==> config.mk <==
export PLATFORM = sky130hd
export DESIGN_NAME = dtq_top
export DESIGN_NICKNAME = d
export VERILOG_FILES = /design/src/dtq_pkg.sv /design/src/dtq_top.sv /design/src/dtq_sync.sv
export SDC_FILE = /design/constraint.sdc
export NUM_CORES = 1
export LEC_CHECK = 0
export ABC_AREA = 1
export BUFFER_PORTS_ARGS = -buffer_cell sky130_fd_sc_hd__buf_2
export CAP_MARGIN = 20
export CORE_UTILIZATION = 55
export CTS_CLUSTER_DIAMETER = 50
export DETAILED_ROUTE_END_ITERATION = 10
export PLACE_DENSITY = 0.89
export RECOVER_POWER = 25
export SETUP_SLACK_MARGIN = 0.02
export SYNTH_ARGS = -nofsm -noshare
export SYNTH_HDL_FRONTEND = slang
export SYNTH_SLANG_ARGS = --single-unit
==> constraint.sdc <==
create_clock -name i_mclk -period 5.6 [get_ports i_mclk]
set_input_delay 0.84 -clock i_mclk [delete_from_list [all_inputs] [get_ports i_mclk]]
set_output_delay 0.84 -clock i_mclk [all_outputs]
set_load 0.02 [all_outputs]
==> src/dtq_pkg.sv <==
// Package for the delayed trigger qualifier: encodings, field widths, presets and reset values.
// Assumes a 25 MHz system clock and levels carried as signed millivolts.
package dtq_pkg;

   localparam int DTQ_CLK_HZ = 25_000_000;
   localparam int DTQ_CLK_PERIOD_NS = 40;
   localparam int DTQ_CNT_W = 16;
   localparam int DTQ_TIME_W = 32;
   localparam int DTQ_LEVEL_W = 16;
   localparam int DTQ_GAIN_W = 8;
   localparam int DTQ_SYNC_DEPTH = 3;

   typedef enum logic [1:0] {
      DTQ_CPL_DC,
      DTQ_CPL_HIGH_FREQ_REJECT,
      DTQ_CPL_LOW_FREQ_REJECT,
      DTQ_CPL_LOW_SENSITIVITY_REJECT
   } dtq_coupling_t;

   // Write-side code set includes the AC synonym
   typedef enum logic [2:0] {
      DTQ_CPLW_DC,
      DTQ_CPLW_HIGH_FREQ_REJECT,
      DTQ_CPLW_LOW_FREQ_REJECT,
      DTQ_CPLW_LOW_SENSITIVITY_REJECT,
      DTQ_CPLW_AC
   } dtq_coupling_wr_t;

   typedef enum logic [2:0] {
      DTQ_SRC_CH1,
      DTQ_SRC_CH2,
      DTQ_SRC_CH3,
      DTQ_SRC_CH4,
      DTQ_SRC_MAINS,
      DTQ_SRC_AUX_TRIGGER_INPUT,
      DTQ_SRC_ATTENUATED_AUX_INPUT
   } dtq_source_t;

   typedef enum logic {
      DTQ_SLOPE_RISE,
      DTQ_SLOPE_FALL
   } dtq_slope_t;

   typedef enum logic {
      DTQ_BY_TIME,
      DTQ_BY_EVENTS
   } dtq_method_t;

   typedef enum logic [1:0] {
      DTQ_LVL_VOLTS,
      DTQ_LVL_ECL,
      DTQ_LVL_TTL,
      DTQ_LVL_HALF_AMPLITUDE
   } dtq_level_cmd_t;

   typedef enum logic [2:0] {
      DTQ_FLD_STATE,
      DTQ_FLD_METHOD,
      DTQ_FLD_COUPLING,
      DTQ_FLD_SLOPE,
      DTQ_FLD_SOURCE,
      DTQ_FLD_COUNT,
      DTQ_FLD_TIME,
      DTQ_FLD_GAIN
   } dtq_field_t;

   // Level presets in millivolts
   localparam logic signed [15:0] DTQ_LEVEL_ECL_MV = -16'sd1300;
   localparam logic signed [15:0] DTQ_LEVEL_TTL_MV = 16'sd1400;

   localparam logic DTQ_RST_STATE = 1'b0;
   localparam logic [15:0] DTQ_RST_COUNT = 16'h0001;
   localparam logic [31:0] DTQ_RST_TIME_NS = 32'h0000_0000;
   localparam logic signed [15:0] DTQ_RST_LEVEL = 16'sh0000;
   localparam logic [7:0] DTQ_RST_GAIN = 8'h01;

endpackage

==> src/dtq_top.sv <==
// Delayed trigger qualifier: holds delayed trigger configuration and qualifies its firing.
// Assumes the command decoder (including the alias command set) presents one-cycle write
// strobes, and that comparator outputs per source arrive asynchronously on pins.
`timescale 1ns/100ps
`default_nettype none

////////////////////////////////////////////////////////////////////////////////
module dtq_top
   import dtq_pkg::*;
#(
   parameter int DTQ_TIME_MAX_NS = 1_000_000
)
(
   input wire logic i_mclk,
   input wire logic i_reset,
   input wire logic i_wr_valid,
   input wire dtq_field_t i_wr_field,
   input wire logic [31:0] i_wr_data,
   input wire logic i_level_valid,
   input wire dtq_level_cmd_t i_level_cmd,
   input wire logic signed [15:0] i_level_mv,
   input wire logic signed [15:0] i_src_max_mv,
   input wire logic signed [15:0] i_src_min_mv,
   input wire logic [6:0] i_cmp_above,
   input wire logic i_main_fired,
   input wire logic i_main_rearm,
   output logic o_state,
   output dtq_method_t o_method,
   output dtq_coupling_t o_coupling,
   output dtq_source_t o_source,
   output dtq_slope_t o_slope,
   output logic [10:0] o_edge_readback,
   output logic [15:0] o_event_count,
   output logic [31:0] o_delay_time_ns,
   output logic signed [15:0] o_level_mv,
   output logic [7:0] o_aux_probe_gain,
   output logic o_armed,
   output logic o_delayed_fire
);

   typedef enum logic [1:0] {
      DTQ_IDLE,
      DTQ_WAIT,
      DTQ_ARMED,
      DTQ_DONE
   } dtq_phase_t;

   typedef struct packed {
      logic state;
      dtq_method_t method;
      dtq_coupling_t coupling;
      dtq_source_t source;
      dtq_slope_t slope;
      logic [15:0] count;
      logic [31:0] time_ns;
      logic signed [15:0] level;
      logic [7:0] gain;
      dtq_phase_t phase;
      logic [15:0] ev_cnt;
      logic [31:0] tmr_ns;
      logic prev_above;
      logic fire;
   } dtq_state_t;

   dtq_state_t st_reg;
   dtq_state_t st_next;
   logic [6:0] above_sync;
   logic above;
   logic crossing;
   logic signed [16:0] mid_sum;

   dtq_sync #(.WIDTH(7)) u_sync (
      .i_mclk(i_mclk),
      .i_reset(i_reset),
      .i_async(i_cmp_above),
      .o_sync(above_sync)
   );

   // Coupling code mapping, AC folds into low-frequency reject
   function automatic dtq_coupling_t dtq_map_coupling(input logic [2:0] code);
      dtq_coupling_t c;
      c = DTQ_CPL_DC;
      unique case (dtq_coupling_wr_t'(code))
         DTQ_CPLW_DC: c = DTQ_CPL_DC;
         DTQ_CPLW_HIGH_FREQ_REJECT: c = DTQ_CPL_HIGH_FREQ_REJECT;
         DTQ_CPLW_LOW_FREQ_REJECT: c = DTQ_CPL_LOW_FREQ_REJECT;
         DTQ_CPLW_LOW_SENSITIVITY_REJECT: c = DTQ_CPL_LOW_SENSITIVITY_REJECT;
         DTQ_CPLW_AC: c = DTQ_CPL_LOW_FREQ_REJECT;
         default: c = DTQ_CPL_DC;
      endcase
      return c;
   endfunction

   ////////////////////////////////////////////////////////////////////////////////
   // Event detection on the selected source
   always_comb
   begin
      above = above_sync[st_reg.source];
      if (st_reg.slope == DTQ_SLOPE_FALL)
      begin
         crossing = st_reg.prev_above && !above;
      end
      else
      begin
         crossing = !st_reg.prev_above && above;
      end
      mid_sum = 17'(i_src_max_mv) + 17'(i_src_min_mv);
   end

   ////////////////////////////////////////////////////////////////////////////////
   // Configuration writes and delay sequencing
   always_comb
   begin
      st_next = st_reg;
      st_next.prev_above = above;
      st_next.fire = 1'b0;
      // Alias commands are decoded to the same field codes upstream
      if (i_wr_valid)
      begin
         unique case (i_wr_field)
            DTQ_FLD_STATE: st_next.state = i_wr_data[0];
            DTQ_FLD_METHOD: st_next.method = dtq_method_t'(i_wr_data[0]);
            DTQ_FLD_COUPLING: st_next.coupling = dtq_map_coupling(i_wr_data[2:0]);
            DTQ_FLD_SLOPE: st_next.slope = dtq_slope_t'(i_wr_data[0]);
            DTQ_FLD_SOURCE:
            begin
               // Unknown source codes are ignored to keep the mux in range
               if (i_wr_data[2:0] <= 3'(DTQ_SRC_ATTENUATED_AUX_INPUT))
               begin
                  st_next.source = dtq_source_t'(i_wr_data[2:0]);
               end
            end
            DTQ_FLD_COUNT: st_next.count = i_wr_data[15:0];
            DTQ_FLD_TIME:
            begin
               // Clamped so the timer always terminates
               if (i_wr_data > 32'(DTQ_TIME_MAX_NS))
               begin
                  st_next.time_ns = 32'(DTQ_TIME_MAX_NS);
               end
               else
               begin
                  st_next.time_ns = i_wr_data;
               end
            end
            DTQ_FLD_GAIN: st_next.gain = i_wr_data[7:0];
         endcase
      end
      if (i_level_valid)
      begin
         unique case (i_level_cmd)
            DTQ_LVL_VOLTS: st_next.level = i_level_mv;
            DTQ_LVL_ECL: st_next.level = DTQ_LEVEL_ECL_MV;
            DTQ_LVL_TTL: st_next.level = DTQ_LEVEL_TTL_MV;
            DTQ_LVL_HALF_AMPLITUDE: st_next.level = mid_sum[16:1];
         endcase
      end

      if (i_main_rearm)
      begin
         st_next.phase = DTQ_IDLE;
         st_next.ev_cnt = '0;
         st_next.tmr_ns = '0;
      end
      else
      begin
         unique case (st_reg.phase)
            DTQ_IDLE:
            begin
               if (i_main_fired)
               begin
                  if (!st_reg.state)
                  begin
                     st_next.fire = 1'b1;
                     st_next.phase = DTQ_DONE;
                  end
                  else if (st_reg.method == DTQ_BY_TIME)
                  begin
                     st_next.phase = DTQ_WAIT;
                     st_next.tmr_ns = '0;
                  end
                  else
                  begin
                     st_next.phase = DTQ_ARMED;
                     st_next.ev_cnt = '0;
                  end
               end
            end
            DTQ_WAIT:
            begin
               if (st_reg.tmr_ns + 32'(DTQ_CLK_PERIOD_NS) >= st_reg.time_ns)
               begin
                  st_next.phase = DTQ_ARMED;
               end
               else
               begin
                  st_next.tmr_ns = st_reg.tmr_ns + 32'(DTQ_CLK_PERIOD_NS);
               end
            end
            DTQ_ARMED:
            begin
               if (crossing)
               begin
                  if (st_reg.method == DTQ_BY_TIME)
                  begin
                     st_next.fire = 1'b1;
                     st_next.phase = DTQ_DONE;
                  end
                  else if (st_reg.ev_cnt + 16'h0001 >= st_reg.count)
                  begin
                     st_next.fire = 1'b1;
                     st_next.phase = DTQ_DONE;
                     st_next.ev_cnt = st_reg.ev_cnt + 16'h0001;
                  end
                  else
                  begin
                     st_next.ev_cnt = st_reg.ev_cnt + 16'h0001;
                  end
               end
            end
            DTQ_DONE:
            begin
               st_next.phase = DTQ_DONE;
            end
         endcase
      end
   end

   always_ff @(posedge i_mclk)
   begin
      if (i_reset)
      begin
         st_reg <= '{state: DTQ_RST_STATE, method: DTQ_BY_TIME, coupling: DTQ_CPL_DC,
                     source: DTQ_SRC_CH1, slope: DTQ_SLOPE_RISE, count: DTQ_RST_COUNT,
                     time_ns: DTQ_RST_TIME_NS, level: DTQ_RST_LEVEL, gain: DTQ_RST_GAIN,
                     phase: DTQ_IDLE, ev_cnt: 16'h0000, tmr_ns: 32'h0000_0000,
                     prev_above: 1'b0, fire: 1'b0};
      end
      else
      begin
         st_reg <= st_next;
      end
   end

   ////////////////////////////////////////////////////////////////////////////////
   // Readback
   assign o_state = st_reg.state;
   assign o_method = st_reg.method;
   assign o_coupling = st_reg.coupling;
   assign o_source = st_reg.source;
   assign o_slope = st_reg.slope;
   assign o_edge_readback = {5'h00, st_reg.coupling, st_reg.source, st_reg.slope};
   assign o_event_count = st_reg.count;
   assign o_delay_time_ns = st_reg.time_ns;
   assign o_level_mv = st_reg.level;
   assign o_aux_probe_gain = st_reg.gain;
   assign o_armed = (st_reg.phase == DTQ_ARMED);
   assign o_delayed_fire = st_reg.fire;

endmodule

`default_nettype wire

==> src/dtq_sync.sv <==
// Three-stage synchroniser with an agreement filter for a vector of pin inputs.
// Assumes the inputs are asynchronous to i_mclk.
`timescale 1ns/100ps
`default_nettype none

module dtq_sync
   import dtq_pkg::*;
#(
   parameter int WIDTH = 1
)
(
   input wire logic i_mclk,
   input wire logic i_reset,
   input wire logic [WIDTH-1:0] i_async,
   output logic [WIDTH-1:0] o_sync
);

   typedef struct packed {
      logic [WIDTH-1:0] s1;
      logic [WIDTH-1:0] s2;
      logic [WIDTH-1:0] s3;
      logic [WIDTH-1:0] out;
   } dtq_sync_state_t;

   dtq_sync_state_t st_reg;
   dtq_sync_state_t st_next;

   always_comb
   begin
      st_next = st_reg;
      st_next.s1 = i_async;
      st_next.s2 = st_reg.s1;
      st_next.s3 = st_reg.s2;
      // A change counts only once stages two and three agree
      for (int i = 0; i < WIDTH; i++)
      begin
         if (st_reg.s2[i] == st_reg.s3[i])
         begin
            st_next.out[i] = st_reg.s3[i];
         end
      end
   end

   always_ff @(posedge i_mclk)
   begin
      if (i_reset)
      begin
         st_reg <= '0;
      end
      else
      begin
         st_reg <= st_next;
      end
   end

   assign o_sync = st_reg.out;

endmodule

`default_nettype wire

==> impl_metrics.csv <==
group,metric,value,unit
status,outcome,"finished, violations left",
status,violations,"max-capacitance violations, max-slew violations",
setup_path,required,5.91,ns
timing,maxSlewViolCount,60,
setup_path,rr_startpoint,"st_reg[20]",
power_and_ir_drop,p_total,0.00266,W
logic_synthesis,synth_common_cells,"282 x nand2_1, 200 x inv_1, 157 x dfxtp_1, 131 x nor2_1, 118 x a21oi_1",
routing,drt-pass1-iter-count,5,
place,dp_hpwl,18.4,mm
logic_synthesis,synth_seq_cells,157,
setup_path,cp-start-kind,"input port",
setup_path,worstRegToRegCells,17,
timing,period_minus_slack,3.96,ns
routing,highest_layer,"met4",
floorplan,io_pins,191,
timing,finalHoldViolations,0,
timing,rsz0062_at_grt,"no",
logic_synthesis,ys_warn_count,0,
routing,wl,24.2,mm
floorplan,start_util,56.8,%
finish,drive_gt1_share,18.3,%
clock_network,cts.clk_slew.worst_paths,0.06,ns
grt,grt_pass1_vias,8575,
timing,max_clock_freq,252,MHz
floorplan,coreArea,17500,sq um
finish,largest_reg_flops,48,
finish,insertedDiodeCount,0,
logic_synthesis,yosysTopAreaCell,"dfxtp_1",
logic_synthesis,synth_edf_count,0,
routing,wirelength_met1,10.7,mm
routing,drt_iter0_drc,564,
clock_network,cts_buffer_depth,2,
setup_path,r2r-end,"st_reg[9]",
floorplan,die_w,136,um
setup_path,crit_start,"i_reset",
logic_synthesis,netlist_top_cells_area,"dfxtp_1 32%, nand2_1 11%, ha_1 7.8%",
routing,route.detailed.wl_per_inst,13.9,um
setup_path,end_kind,"register",
finish,area.sequential,3140,sq um
setup_path,rrSetupSlack,2.22,ns
hold_path,hold_path_class,"register to register",
clock_network,h-tree-depth,4,
timing,setup_tns,0,ns
logic_synthesis,yosysTopAreaCellShare,31.7,%
power_and_ir_drop,powerDensity,244,nW/um^2
finish,fin_nets,1670,
routing,ant_nets,0,
logic_synthesis,netlist_area,9930,sq um
grt,antenna_found_initial,0,
logic_synthesis,seq_area_frac_synth,31.7,%
routing,vias,9215,
routing,viasPerCell,5.27,
grt,grt_remaining_overflow,0,
finish,synthToLayoutAreaGrowth,9.71,%
timing,setup_viol,0,
clock_network,cts_tree,"built",
power_and_ir_drop,vdd_drop_max,0.236,mV
clock_network,postCtsSetupBuffers,0,
finish,multiInputGateArea,5160,sq um
logic_synthesis,ys_types,57,
place,dp_slack,2.33,ns
finish,nFillCells,1505,
clock_network,cts_hold_buf,0,
timing,worstMarginPinSlew,2.51,ns
timing,relSlewSlack,-67.4,%
place,port_buffers,185,
logic_synthesis,synth_most_common_cell,"nand2_1",
floorplan,dieArea,18600,sq um
grt,grt_pass1_wl,40.1,mm
clock_network,insertion_delay,0.43,ns
finish,fin_cells,1747,
setup_path,endpoint,"st_reg[10]",
setup_path,cp_data_arrival_time,4.27,ns
place,place_inst,1715,
logic_synthesis,synth_cells,1423,
clock_network,cts_inserted_buffers,17,
clock_network,cts_root_buffer,"clkbuf_16",
floorplan,die_h,136,um
timing,setup_ws,1.64,ns
setup_path,crit_type,"input port to register",
routing,routed-wl-met2,11.4,mm
timing,fin_worst_skew,0.0149,ns
logic_synthesis,async_flop_share,0,%
routing,drcViolationCount,0,
routing,dr_wl_met3,1.55,mm
setup_path,critical_path.max_fanout,59,
clock_network,clock_sinks,157,
logic_synthesis,yosys_most_used_dff,"dfxtp_1",
grt,grt_util_all_layers,27.1,%
grt,grt_max_degree,60,
clock_network,cts_resized,0,
floorplan,row_count,48,
place,gp_congestion,0.972,
logic_synthesis,avgSynthCellArea,6.98,sq um
power_and_ir_drop,leakage,5.18,nW
flow_run,drv_cap,1,
timing,timing.final.crit_share,70.7,%
-- layer usage --
| metal | GRT usage [%] | vias up |
|---|---|---|
| li1 | - | 4658 |
| met1 | 33.9 | 4157 |
| met2 | 45.5 | 353 |
| met3 | 4.70 | 47 |
| met4 | 11.7 | 0 |
| met5 | 0 | - |
-- worst max-delay path: stages --
cell and delay (ns):
buf_2 0.07, clkbuf_1 1.77, nor2_1 0.39, clkinv_1 0.72, buf_4 0.37, a21oi_1 0.07
-- per-stage QoR --
| stage | hold WS, ns | instance area [sq um] | util, % |
|---|---|---|---|
| final | 0.402 | 10900 | 62.3 |
| after global placement | 0.389 | 10300 | 59.1 |
| after floorplan | 0.388 | 9940 | - |
| after CTS | 0.404 | 10900 | 62.4 |
| after global routing | 0.415 | 10900 | 62.3 |
| after detailed placement | 0.395 | 10300 | 59.1 |
-- power breakdown --
| part | internal, W | switching, W | leakage [nW] | total (W) |
|---|---|---|---|---|
| combinational | 0.000125 | 0.000244 | 3.62 | 0.000369 |
| clock | 0.000626 | 0.000499 | 0.279 | 0.00113 |
| sequential | 0.00115 | 0.0000201 | 1.28 | 0.00117 |
| total | 0.00190 | 0.000764 | 5.18 | 0.00266 |
-- how the worst min path moves through the flow --
stage                             startpoint            endpoint  depth (start not counted)
after detailed placement  u_sync.st_next[14]   u_sync.st_next[7]                          2
after floorplan           u_sync.st_next[17]  u_sync.st_next[10]                          2
after global routing      u_sync.st_next[18]  u_sync.st_next[11]                          2
final                     u_sync.st_next[14]   u_sync.st_next[7]                          2
after CTS                 u_sync.st_next[14]   u_sync.st_next[7]                          2
after global placement    u_sync.st_next[15]   u_sync.st_next[8]                          2
-- cells by family after synthesis --
| group | share of synthesized area [%] |
|---|---|
| AOI/OAI and AO/OA | 14.3 |
| xor gates and xnor gates | 3.23 |
| adders and majority gates | 8.02 |
| buffers and inverters | 16.6 |
| DFF | 31.7 |
| other | 0.0378 |
| and+or+nand+nor | 26.2 |
-- cell type report --
class	count	area share (%)
clock inverter	11	0.885
sequential	157	28.9
multi-input combinational	934	47.4
tap	225	2.59
inverter	209	7.20
timing repair buffer	190	8.65
clock buffer	21	4.41
-- cells in the final DEF (no fill, tap or decap), drive strengths merged, types with 4 or more instances in the layout --
| cell | instances |
|---|---|
| a21oi | 131 |
| clkbuf | 36 |
| nand4 | 22 |
| o21ai | 72 |
| a211oi | 7 |
| conb | 5 |
| ha | 62 |
| nand3 | 55 |
| dfxtp | 157 |
| nor4 | 7 |
| nand2 | 299 |
| xnor2 | 11 |
| clkinv | 6 |
| inv | 212 |
| o21a | 9 |
| nand3b | 4 |
| xor2 | 23 |
| nor2 | 139 |
| a21o | 5 |
| a31oi | 9 |
| or2 | 5 |
| o21bai | 6 |
| nor3 | 43 |
| buf | 175 |
Note: power is estimated with default switching activity, not from simulation.
